<file path="src/slsc_defs.svh">
// Constants for the front-panel status LED and switch controller
//
// Contract
// - Power LED: green, blink init, red standby, off
// - TX/RX LED red when radio power outside window; code: only while radioCarrier is high, else green
// - TX/RX LED green rx, blink tx, dark off
// - Sync LED green when synced and cable present
// - Sync LED blinks green awaiting power-cycle activation
// - Sync LED yellow blink, red error, else dark
// - Fault LED green, yellow blink GPS, red failure
// - Fault LED slow red blink on antenna fault
// - Fault LED fast red blink on cable fault
// - All LEDs yellow or red during erase sequences
// - Thirty second hold zeroizes, dark, then reboot
// - Zeroized unit refuses operation until reactivated
// - Continued hold to sixty seconds starts factory reset
// - Factory reset ends dark, reboots, needs configuration
// - LEDs shown while switch held momentary
// - Auto switch receive to transmit and back
// - Centre position powers on, starts startup
`ifndef SLSC_DEFS_SVH
`define SLSC_DEFS_SVH

// ****************************************
// Timing
// ****************************************
`define SLSC_CLK_PERIOD_NS 10
`define SLSC_TICK_NS 1000000
`define SLSC_TICK_CYCLES (`SLSC_TICK_NS / `SLSC_CLK_PERIOD_NS)
`define SLSC_WARN_MS 20000
`define SLSC_ZERO_MS 30000
`define SLSC_RED_MS 32000
`define SLSC_FACT_MS 60000
`define SLSC_BLINK_MS 250
`define SLSC_SLOW_MS 500
`define SLSC_FAST_MS 125

// ****************************************
// Radio input power window in mW
// ****************************************
`define SLSC_RF_W 12
`define SLSC_RF_MIN_MW 12'h014
`define SLSC_RF_MAX_MW 12'h7d0

// ****************************************
// Reset values
// ****************************************
`define SLSC_LOCK_RST 1'b0
`define SLSC_CFG_RST 1'b0

`endif

</file>
<file path="src/slsc_pkg.sv">
// Types shared by the status LED and switch controller
package slsc_pkg;
	typedef enum logic [1:0] {
		SLSC_OFF = 2'h0,
		SLSC_GREEN = 2'h1,
		SLSC_RED = 2'h2,
		SLSC_YELLOW = 2'h3
	} slsc_color_t;

	typedef enum logic [3:0] {
		PW_OFF = 4'h1,
		PW_INIT = 4'h2,
		PW_RUN = 4'h4,
		PW_STBY = 4'h8
	} slsc_power_t;

	typedef enum logic [5:0] {
		SQ_IDLE = 6'h01,
		SQ_WARN = 6'h02,
		SQ_ZDARK = 6'h04,
		SQ_RED = 6'h08,
		SQ_FDARK = 6'h10,
		SQ_REBOOT = 6'h20
	} slsc_seq_t;
endpackage

</file>
<file path="src/slsc_hold_timer.sv">
// Saturating millisecond timer of how long the switch is held
`timescale 1ns/10ps
`default_nettype none
module slsc_hold_timer
	import slsc_pkg::*;
#(
	parameter int MAX_MS = 60000
)(
	input wire logic clk,
	input wire logic rst_n,
	input wire logic clkEn,
	input wire logic msTick,
	input wire logic held,
	output logic [$clog2(MAX_MS+1)-1:0] holdMs
);
	localparam int HW = $clog2(MAX_MS + 1);
	localparam logic [HW-1:0] TOP = HW'(MAX_MS);

	// Saturation keeps a very long hold from wrapping back into the idle range
	always_ff @(posedge clk)
	begin
		if (!rst_n)
			holdMs <= '0;
		else if (clkEn)
		begin
			if (!held)
				holdMs <= '0;
			else if (msTick && holdMs != TOP)
				holdMs <= holdMs + 1'b1;
		end
	end
endmodule // slsc_hold_timer
`default_nettype wire

</file>
<file path="src/slsc_tick.sv">
// Divider giving a step pulse and a toggling square wave
`timescale 1ns/10ps
`default_nettype none
module slsc_tick
	import slsc_pkg::*;
#(
	parameter int DIV = 2
)(
	input wire logic clk,
	input wire logic rst_n,
	input wire logic clkEn,
	input wire logic stepEn,
	output logic tick,
	output logic level
);
	localparam int CW = (DIV > 1) ? $clog2(DIV) : 1;
	localparam logic [CW-1:0] LAST = CW'(DIV - 1);

	logic [CW-1:0] cnt_r;

	always_ff @(posedge clk)
	begin
		if (!rst_n)
		begin
			cnt_r <= '0;
			tick <= 1'b0;
			level <= 1'b0;
		end
		else if (clkEn)
		begin
			tick <= 1'b0;
			if (stepEn)
			begin
				if (cnt_r == LAST)
				begin
					cnt_r <= '0;
					tick <= 1'b1;
					level <= ~level;
				end
				else
					cnt_r <= cnt_r + 1'b1;
			end
		end
	end
endmodule // slsc_tick
`default_nettype wire

</file>
<file path="src/slsc_top.sv">
// Front-panel LED status and switch hold controller
`timescale 1ns/10ps
`default_nettype none
`include "slsc_defs.svh"
module slsc_top
	import slsc_pkg::*;
#(
	parameter int TICK_CYCLES = `SLSC_TICK_CYCLES,
	parameter int WARN_MS = `SLSC_WARN_MS,
	parameter int ZERO_MS = `SLSC_ZERO_MS,
	parameter int RED_MS = `SLSC_RED_MS,
	parameter int FACT_MS = `SLSC_FACT_MS,
	parameter int BLINK_MS = `SLSC_BLINK_MS,
	parameter int SLOW_MS = `SLSC_SLOW_MS,
	parameter int FAST_MS = `SLSC_FAST_MS
)(
	input wire logic clk,
	input wire logic rst_n,
	input wire logic clkEn,
	input wire logic switchCentrePosition,
	input wire logic switchMomentaryPosition,
	input wire logic initDone,
	input wire logic standbyReq,
	input wire logic transceiverOn,
	input wire logic [`SLSC_RF_W-1:0] radioPowerMw,
	input wire logic radioCarrier,
	input wire logic channelMatch,
	input wire logic syncBusy,
	input wire logic syncDone,
	input wire logic syncPending,
	input wire logic syncError,
	input wire logic unconfigured,
	input wire logic lanLinked,
	input wire logic unitFailure,
	input wire logic gpsFixLost,
	input wire logic antennaFault,
	input wire logic cableFault,
	input wire logic reactivate,
	input wire logic firstConfigDone,
	output logic powerIndicatorGreen,
	output logic powerIndicatorRed,
	output logic trxLedGreen,
	output logic trxLedRed,
	output logic syncLedGreen,
	output logic syncLedRed,
	output logic faultLedGreen,
	output logic faultLedRed,
	output logic txModeActive,
	output logic zeroizeReq,
	output logic factoryResetReq,
	output logic rebootReq,
	output logic zeroizedLock,
	output logic firstConfigNeeded
);
	localparam int HW = $clog2(FACT_MS + 1);
	localparam logic [HW-1:0] WARN_T = HW'(WARN_MS);
	localparam logic [HW-1:0] ZERO_T = HW'(ZERO_MS);
	localparam logic [HW-1:0] RED_T = HW'(RED_MS);
	localparam logic [HW-1:0] FACT_T = HW'(FACT_MS);

	// ****************************************
	// Time base and blink sources
	// ****************************************
	logic msTick;
	logic blinkLvl;
	logic slowLvl;
	logic fastLvl;
	logic [HW-1:0] holdMs;
	logic powered;
	logic held;

	assign powered = switchCentrePosition | switchMomentaryPosition;
	assign held = switchMomentaryPosition;

	slsc_tick #(.DIV(TICK_CYCLES)) uMs (
		.clk(clk),
		.rst_n(rst_n),
		.clkEn(clkEn),
		.stepEn(1'b1),
		.tick(msTick),
		.level()
	);

	slsc_tick #(.DIV(BLINK_MS)) uBlink (
		.clk(clk),
		.rst_n(rst_n),
		.clkEn(clkEn),
		.stepEn(msTick),
		.tick(),
		.level(blinkLvl)
	);

	// Half periods of 500 ms and 125 ms: 1 Hz against 4 Hz
	slsc_tick #(.DIV(SLOW_MS)) uSlow (
		.clk(clk),
		.rst_n(rst_n),
		.clkEn(clkEn),
		.stepEn(msTick),
		.tick(),
		.level(slowLvl)
	);

	slsc_tick #(.DIV(FAST_MS)) uFast (
		.clk(clk),
		.rst_n(rst_n),
		.clkEn(clkEn),
		.stepEn(msTick),
		.tick(),
		.level(fastLvl)
	);

	slsc_hold_timer #(.MAX_MS(FACT_MS)) uHold (
		.clk(clk),
		.rst_n(rst_n),
		.clkEn(clkEn),
		.msTick(msTick),
		.held(held & powered),
		.holdMs(holdMs)
	);

	// ****************************************
	// Switch hold sequence
	// ****************************************
	slsc_seq_t seq_r;
	slsc_seq_t seq_nxt;

	always_comb
	begin
		seq_nxt = seq_r;
		unique case (seq_r)
			SQ_IDLE:
				if (held && holdMs >= WARN_T)
					seq_nxt = SQ_WARN;
			SQ_WARN:
				if (!held)
					seq_nxt = SQ_IDLE;
				else if (holdMs >= ZERO_T)
					seq_nxt = SQ_ZDARK;
			SQ_ZDARK:
				if (!held)
					seq_nxt = SQ_REBOOT;
				else if (holdMs >= RED_T)
					seq_nxt = SQ_RED;
			SQ_RED:
				if (!held)
					seq_nxt = SQ_REBOOT;
				else if (holdMs >= FACT_T)
					seq_nxt = SQ_FDARK;
			SQ_FDARK:
				if (!held)
					seq_nxt = SQ_REBOOT;
			SQ_REBOOT:
				seq_nxt = SQ_IDLE;
		endcase
	end

	always_ff @(posedge clk)
	begin
		if (!rst_n)
			seq_r <= SQ_IDLE;
		else if (clkEn)
			seq_r <= powered ? seq_nxt : SQ_IDLE;
	end

	// Request pulses last one enabled cycle
	always_ff @(posedge clk)
	begin
		if (!rst_n)
		begin
			zeroizeReq <= 1'b0;
			factoryResetReq <= 1'b0;
			rebootReq <= 1'b0;
		end
		else if (clkEn)
		begin
			zeroizeReq <= powered && seq_r == SQ_WARN && seq_nxt == SQ_ZDARK;
			factoryResetReq <= powered && seq_r == SQ_RED && seq_nxt == SQ_FDARK;
			rebootReq <= powered && seq_nxt == SQ_REBOOT;
		end
	end

	// Sticky locks: a new erase wins over a clear in the same cycle
	always_ff @(posedge clk)
	begin
		if (!rst_n)
		begin
			zeroizedLock <= `SLSC_LOCK_RST;
			firstConfigNeeded <= `SLSC_CFG_RST;
		end
		else if (clkEn)
		begin
			if (zeroizeReq)
				zeroizedLock <= 1'b1;
			else if (reactivate)
				zeroizedLock <= 1'b0;
			if (factoryResetReq)
				firstConfigNeeded <= 1'b1;
			else if (firstConfigDone)
				firstConfigNeeded <= 1'b0;
		end
	end

	// ****************************************
	// Power state
	// ****************************************
	slsc_power_t power_r;
	slsc_power_t power_nxt;
	logic blocked;

	// Erased units never reach the running state
	assign blocked = zeroizedLock | firstConfigNeeded;

	always_comb
	begin
		power_nxt = power_r;
		unique case (power_r)
			PW_OFF:
				power_nxt = PW_INIT;
			PW_INIT:
				if (initDone)
					power_nxt = (blocked || standbyReq) ? PW_STBY : PW_RUN;
			PW_RUN:
				if (blocked || standbyReq)
					power_nxt = PW_STBY;
			PW_STBY:
				if (!blocked && !standbyReq)
					power_nxt = PW_RUN;
		endcase
		if (!powered)
			power_nxt = PW_OFF;
		else if (rebootReq)
			power_nxt = PW_INIT;
	end

	always_ff @(posedge clk)
	begin
		if (!rst_n)
			power_r <= PW_OFF;
		else if (clkEn)
			power_r <= power_nxt;
	end

	// ****************************************
	// Receive and transmit mode
	// ****************************************
	always_ff @(posedge clk)
	begin
		if (!rst_n)
			txModeActive <= 1'b0;
		else if (clkEn)
		begin
			if (power_r != PW_RUN || !transceiverOn || !radioCarrier)
				txModeActive <= 1'b0;
			else if (channelMatch)
				txModeActive <= 1'b1;
		end
	end

	// ****************************************
	// Indicator colours
	// ****************************************
	slsc_color_t powerCol;
	slsc_color_t trxCol;
	slsc_color_t syncCol;
	slsc_color_t faultCol;
	logic rfBad;

	assign rfBad = radioPowerMw < `SLSC_RF_MIN_MW || radioPowerMw > `SLSC_RF_MAX_MW;

	always_comb
	begin
		powerCol = SLSC_OFF;
		trxCol = SLSC_OFF;
		syncCol = SLSC_OFF;
		faultCol = SLSC_OFF;
		unique case (power_r)
			PW_OFF:
				powerCol = SLSC_OFF;
			PW_INIT:
				powerCol = blinkLvl ? SLSC_GREEN : SLSC_OFF;
			PW_STBY:
				powerCol = SLSC_RED;
			PW_RUN:
			begin
				powerCol = SLSC_GREEN;
				if (!transceiverOn)
					trxCol = SLSC_OFF;
				else if (rfBad && radioCarrier)
					trxCol = SLSC_RED;
				else if (txModeActive)
					trxCol = blinkLvl ? SLSC_GREEN : SLSC_OFF;
				else
					trxCol = SLSC_GREEN;
				if (syncError || unconfigured)
					syncCol = SLSC_RED;
				else if (syncBusy)
					syncCol = blinkLvl ? SLSC_YELLOW : SLSC_OFF;
				else if (syncDone && syncPending)
					syncCol = blinkLvl ? SLSC_GREEN : SLSC_OFF;
				else if (syncDone && lanLinked)
					syncCol = SLSC_GREEN;
				else
					syncCol = SLSC_OFF;
				if (unitFailure)
					faultCol = SLSC_RED;
				else if (cableFault)
					faultCol = fastLvl ? SLSC_RED : SLSC_OFF;
				else if (antennaFault)
					faultCol = slowLvl ? SLSC_RED : SLSC_OFF;
				else if (gpsFixLost)
					faultCol = blinkLvl ? SLSC_YELLOW : SLSC_OFF;
				else
					faultCol = SLSC_GREEN;
			end
		endcase
		if (seq_r == SQ_WARN)
		begin
			powerCol = SLSC_YELLOW;
			trxCol = SLSC_YELLOW;
			syncCol = SLSC_YELLOW;
			faultCol = SLSC_YELLOW;
		end
		else if (seq_r == SQ_RED)
		begin
			powerCol = SLSC_RED;
			trxCol = SLSC_RED;
			syncCol = SLSC_RED;
			faultCol = SLSC_RED;
		end
	end

	// ****************************************
	// LED output registers
	// ****************************************
	logic show;

	// Hidden by default: status only lights while the switch sits in momentary
	assign show = powered && held && seq_r != SQ_ZDARK && seq_r != SQ_FDARK
		&& seq_r != SQ_REBOOT;

	always_ff @(posedge clk)
	begin
		if (!rst_n)
		begin
			powerIndicatorGreen <= 1'b0;
			powerIndicatorRed <= 1'b0;
			trxLedGreen <= 1'b0;
			trxLedRed <= 1'b0;
			syncLedGreen <= 1'b0;
			syncLedRed <= 1'b0;
			faultLedGreen <= 1'b0;
			faultLedRed <= 1'b0;
		end
		else if (clkEn)
		begin
			powerIndicatorGreen <= show & powerCol[0];
			powerIndicatorRed <= show & powerCol[1];
			trxLedGreen <= show & trxCol[0];
			trxLedRed <= show & trxCol[1];
			syncLedGreen <= show & syncCol[0];
			syncLedRed <= show & syncCol[1];
			faultLedGreen <= show & faultCol[0];
			faultLedRed <= show & faultCol[1];
		end
	end
endmodule // slsc_top
`default_nettype wire

</file>
<file path="config.mk">
export PLATFORM = sky130hd
export DESIGN_NAME = slsc_top
export DESIGN_NICKNAME = d
export VERILOG_FILES = /design/src/slsc_pkg.sv /design/src/slsc_hold_timer.sv /design/src/slsc_tick.sv /design/src/slsc_top.sv
export VERILOG_INCLUDE_DIRS = /design/src
export SDC_FILE = /design/constraint.sdc
export NUM_CORES = 1
export LEC_CHECK = 0
export ABC_AREA = 1
export BUFFER_PORTS_ARGS = -buffer_cell sky130_fd_sc_hd__clkbuf_2
export CAP_MARGIN = 5
export CORE_MARGIN = 4
export CORE_UTILIZATION = 64
export DETAILED_ROUTE_END_ITERATION = 10
export PLACE_DENSITY_LB_ADDON = 0.12
export SYNTH_ARGS = -nofsm -noshare
export SYNTH_HDL_FRONTEND = slang
export SYNTH_SLANG_ARGS = --single-unit
</file>
<file path="constraint.sdc">
create_clock -name clk -period 4.2 [get_ports clk]
set_clock_uncertainty 0.1 [all_clocks]
set_input_delay 0.63 -clock clk [delete_from_list [all_inputs] [get_ports clk]]
set_output_delay 0.63 -clock clk [all_outputs]
set_load 0.01 [all_outputs]
</file>
# Word-level counts from Yosys, hierarchy flattened
# Cells that the tools add are included.
dict set report totals {
  ff_bits 85
  in_bits 34
  out_inout_bits 14
}
dict set report classes {
  n_addsub 5
  n_bitwise 14
  n_mux 57
  n_eq_ne 26
  magnitude_cmp 6
  reduce_logical 36
}
# cell count
set ops {}
lappend ops {{$mux 6} 9}
lappend ops {{$ge 16x15->1 const B} 3}
lappend ops {{$mux 2} 22}
lappend ops {{$pmux 6 s6} 1}
lappend ops {{$mux 16} 2}
lappend ops {{$mux 4} 6}
lappend ops {{$add 17x1->17 const B} 1}
lappend ops {{$eq 17x17->1 const B} 1}
lappend ops {{$mux 17} 1}
lappend ops {{$add 16x1->16 const B} 1}
lappend ops {{$ge 16x16->1 const B} 1}
lappend ops {{$ne 16x16->1 const B} 1}
lappend ops {{$pmux 4 s4} 1}
lappend ops {{$logic_and 1x1->1} 15}
lappend ops {{$eq 6x3->1 const B} 2}
lappend ops {{$eq 6x5->1 const B} 2}
lappend ops {{$eq 6x6->1 const B} 2}
lappend ops {{$gt 12x11->1 const B} 1}
lappend ops {{$lt 12x5->1 const B} 1}
lappend ops {{$ne 4x4->1 const B} 3}
lappend ops {{$mux 1} 11}
lappend ops {{$reduce_and 2->1} 5}
lappend ops {{$add 9x1->9 const B} 1}
lappend ops {{$and 1x1->1} 9}
lappend ops {{28 further kinds} 42}

# Logic depth before layout (Yosys ltp)
dict set report depth {
  word_depth 9
  depth_mapped 13
  mapped_depth_nobuf 13
}

# Modules after synthesis
# A second synthesis with hierarchy kept.
dict set report hier_totals {
  hier_cells 879
  hier_area_um2 5567.8
}
# mod area_each_um2 instances seq_area_each_um2 cells_per_inst
set modules_own_cells {}
lappend modules_own_cells {slsc_top 1722.9 1 480.5 295}
lappend modules_own_cells {slsc_hold_timer 1203.7 1 320.3 201}
lappend modules_own_cells {{slsc_tick at uMs} 1036.0 1 380.4 163}
lappend modules_own_cells {{slsc_tick at uSlow} 576.8 1 220.2 81}
lappend modules_own_cells {{slsc_tick at uBlink} 551.8 1 200.2 76}
lappend modules_own_cells {{slsc_tick at uFast} 476.7 1 180.2 63}

# Worst setup path after synthesis
# OpenSTA, ideal clock, no wires.
dict set report synth_timing {
  kind {input to register}
  startpoint {input clkEn}
  endpoint {register uMs.cnt_r[11]}
  required_ns 3.971
  n_path_buf 1
  slack_ns 2.443
  t_arrival_ns 1.528
  stages 9
  path_cell_list {buf_4 -> nand4_4 -> nor2_4 -> nand3_2 -> nor2_2 -> nand2_2 -> nor2_4 -> xor2_1 -> nor2_1}
}
# item line
set synth_rtl {}
lappend synth_rtl {{from (decl)} slsc_top.sv:19} ;# input wire logic clkEn,
lappend synth_rtl {{to (signal assigned)} slsc_tick.sv:41} ;# cnt_r <= cnt_r + 1'b1;
lappend synth_rtl {{to (decl)} slsc_tick.sv:19} ;# logic [CW-1:0] cnt_r;

==> flow_metrics.env <==
export IMPL_synth_edff_count=0
export IMPL_netlist_instances=738
export IMPL_die_x_um=95.0
export IMPL_drt_wl_total_um=11600
export IMPL_areaGrowthSynthToFinish_pct=9.12
export IMPL_tritoncts="done"
export IMPL_p_per_area_nw_per_um2=271
export IMPL_grt_pass1_wl_um=20000
export IMPL_fin_setup_tns_ns=0
export IMPL_routed_via_density=5.47
export IMPL_slew_limit_headroom=0.354
export IMPL_ctsResizeCount=0
export IMPL_yosysSeqAreaShare=0.351
export IMPL_fin_crit_sh=0.591
export IMPL_cts_buffer_depth=2
export IMPL_syn_cell_area_um2=4840
export IMPL_setup_viol=0
export IMPL_insertion_delay_ns=0.36
export IMPL_hold_buffers=0
export IMPL_drt_pass1_iter_count=5
export IMPL_drv_slew=0
export IMPL_clock_sinks=85
export IMPL_floorplan_rows=31
export IMPL_avgSynthCellArea_um2=6.56
export IMPL_gp_congestion=0.993
export IMPL_maxCapViolCount=0
export IMPL_min_period_ns=2.48
export IMPL_max_slew_worst_pin_slew_ns=0.969
export IMPL_async_flop_share=0
export IMPL_min_path_type="reg2reg"
export IMPL_status="completed"
export IMPL_initial_utilization=0.664
export IMPL_core_um2=7290
export IMPL_track_usage=0.276
export IMPL_drive_gt1_frac=0.113
export IMPL_mostFrequentLayoutCell="nand2_1"
export IMPL_htreeDepth=3
export IMPL_start_kind="input port"
export IMPL_post_cts_buffers=0
export IMPL_final_cell_mix="181 x nand2_1, 101 x nor2_1, 85 x dfxtp_1"
export IMPL_path_max_fanout=31
export IMPL_die_area_um2=9020
export IMPL_synth_ff_type="dfxtp_1"
export IMPL_fin_util=0.725
export IMPL_drc=0
export IMPL_worstSetupEndpointType="register"
export IMPL_dp_cells=865
export IMPL_fin_cells=881
export IMPL_required_ns=4.33
export IMPL_grt_max_degree=36
export IMPL_vias=4820
export IMPL_max_freq_mhz=403
export IMPL_antenna_cells=0
export IMPL_ys_types=44
export IMPL_cts_clk_slew_worst_paths_ns=0.08
export IMPL_hold_slack_ns=0.367
export IMPL_first_iter_violations=318
export IMPL_antenna_found_initial=0
export IMPL_yosys_warnings=0
export IMPL_ys_ff_latch=85
export IMPL_num_io_pins=48
export IMPL_ir_worst_vdd_mv=0.154
export IMPL_dp_hpwl_um=8660
export IMPL_fin_nets=819
export IMPL_die_height_um=95.0
export IMPL_clockRootBuffer="clkbuf_8"
export IMPL_syn_num_nets=780
export IMPL_grt_overflow=0
export IMPL_rsz0062_at_grt="false"
export IMPL_p_leak_nw=2.14
export IMPL_cts_made_buffers=9
export IMPL_io_buffers=47
export IMPL_grt_pass1_vias=4473
export IMPL_wire_per_inst_um=13.2
export IMPL_arrival_ns=2.62
export IMPL_ant_nets=0
export IMPL_finalHoldViolCount=0
export IMPL_crit_type="in2reg"
## per-stage QoR
| step | setup WS, ns | instance area, um^2 | power [mW] |
|---|---|---|---|
| finish | 1.72 | 5290 | 1.43 |
| global route | 1.49 | 5290 | 1.49 |
| CTS | 1.73 | 5290 | 1.44 |
| detailed placement | 1.35 | 5120 | 0.930 |
| global placement | 1.45 | 5120 | 0.926 |
| floorplan | 2.44 | 4840 | 0.897 |
## power by group
part           leakage, nW  switching [mW]  internal, mW
logic                 1.36          0.0640        0.0295
registers            0.686         0.00708         0.811
clock network       0.0901           0.290         0.230
## cell type report
type	count	area, um^2
Multi-Input combinational cell	548	2730
Tap cell	99	124
Clock inverter	4	23.8
Inverter	85	320
Clock buffer	12	145
Timing Repair Buffer	48	243
Fill cell	672	2010
Sequential cell	85	1700
## worst paths after layout
path / from / to / slack, ns / cells past startpoint
hold / removal: syncLedGreen / syncLedGreen / 0.37 / 2
setup / recovery: clkEn / uMs.cnt_r[10] / 1.72 / 10
hold reg to reg: syncLedGreen / syncLedGreen / 0.37 / 2
setup reg to reg: uMs.tick / uHold.holdMs[13] / 2.21 / 8
## critical path, cell delays in order
cell,delay [ns]
clkbuf_2,0.35
inv_1,0.55
nor2_2,0.35
nand3_2,0.10
nor2_2,0.11
nand2_1,0.10
nor3_2,0.15
nand2_1,0.09
nor2_1,0.13
nor3b_2,0.06
## synth_stat cells, types with 3 or more instances
cell type	count	area share
nand2_1	181	0.14
nor2_1	101	0.078
dfxtp_1	85	0.35
inv_1	84	0.065
a21oi_1	61	0.063
nand3_1	49	0.051
o21ai_0	29	0.030
nor3_1	26	0.027
nand4_1	24	0.031
xor2_1	17	0.031
clkbuf_1	9	0.0070
ha_1	8	0.021
nor3b_1	8	0.012
buf_2	6	0.0062
nand2_2	4	0.0052
nor4_1	4	0.0052
buf_1	3	0.0023
nand3b_1	3	0.0046
nor2_2	3	0.0039
nor2_4	3	0.0070
nor3_2	3	0.0062
## sequential cells by signal (all words and copies together), names as in the netlist, 4 cells and up
signal / count
uMs.cnt_r: 17
uHold.holdMs: 16
uSlow.cnt_r: 9
uBlink.cnt_r: 8
uFast.cnt_r: 7
seq_r: 6
power_r: 4
## cells by family after synthesis
family,Yosys count,share of synthesized area
simple gates,420,0.397
buf+inv,105,0.0855
compound gates,101,0.111
flops,85,0.351
xor+xnor,19,0.0344
fa+ha+maj,8,0.0207
## layer usage
metal | track usage | vias up | share of wire
met4 | 0.0962 | 0 | 0.015
li1 | - | 2480 | -
met1 | 0.353 | 2177 | 0.45
met2 | 0.467 | 143 | 0.49
met5 | 0 | - | 0
met3 | 0.0486 | 20 | 0.051
(Power assumes the default switching activity.)
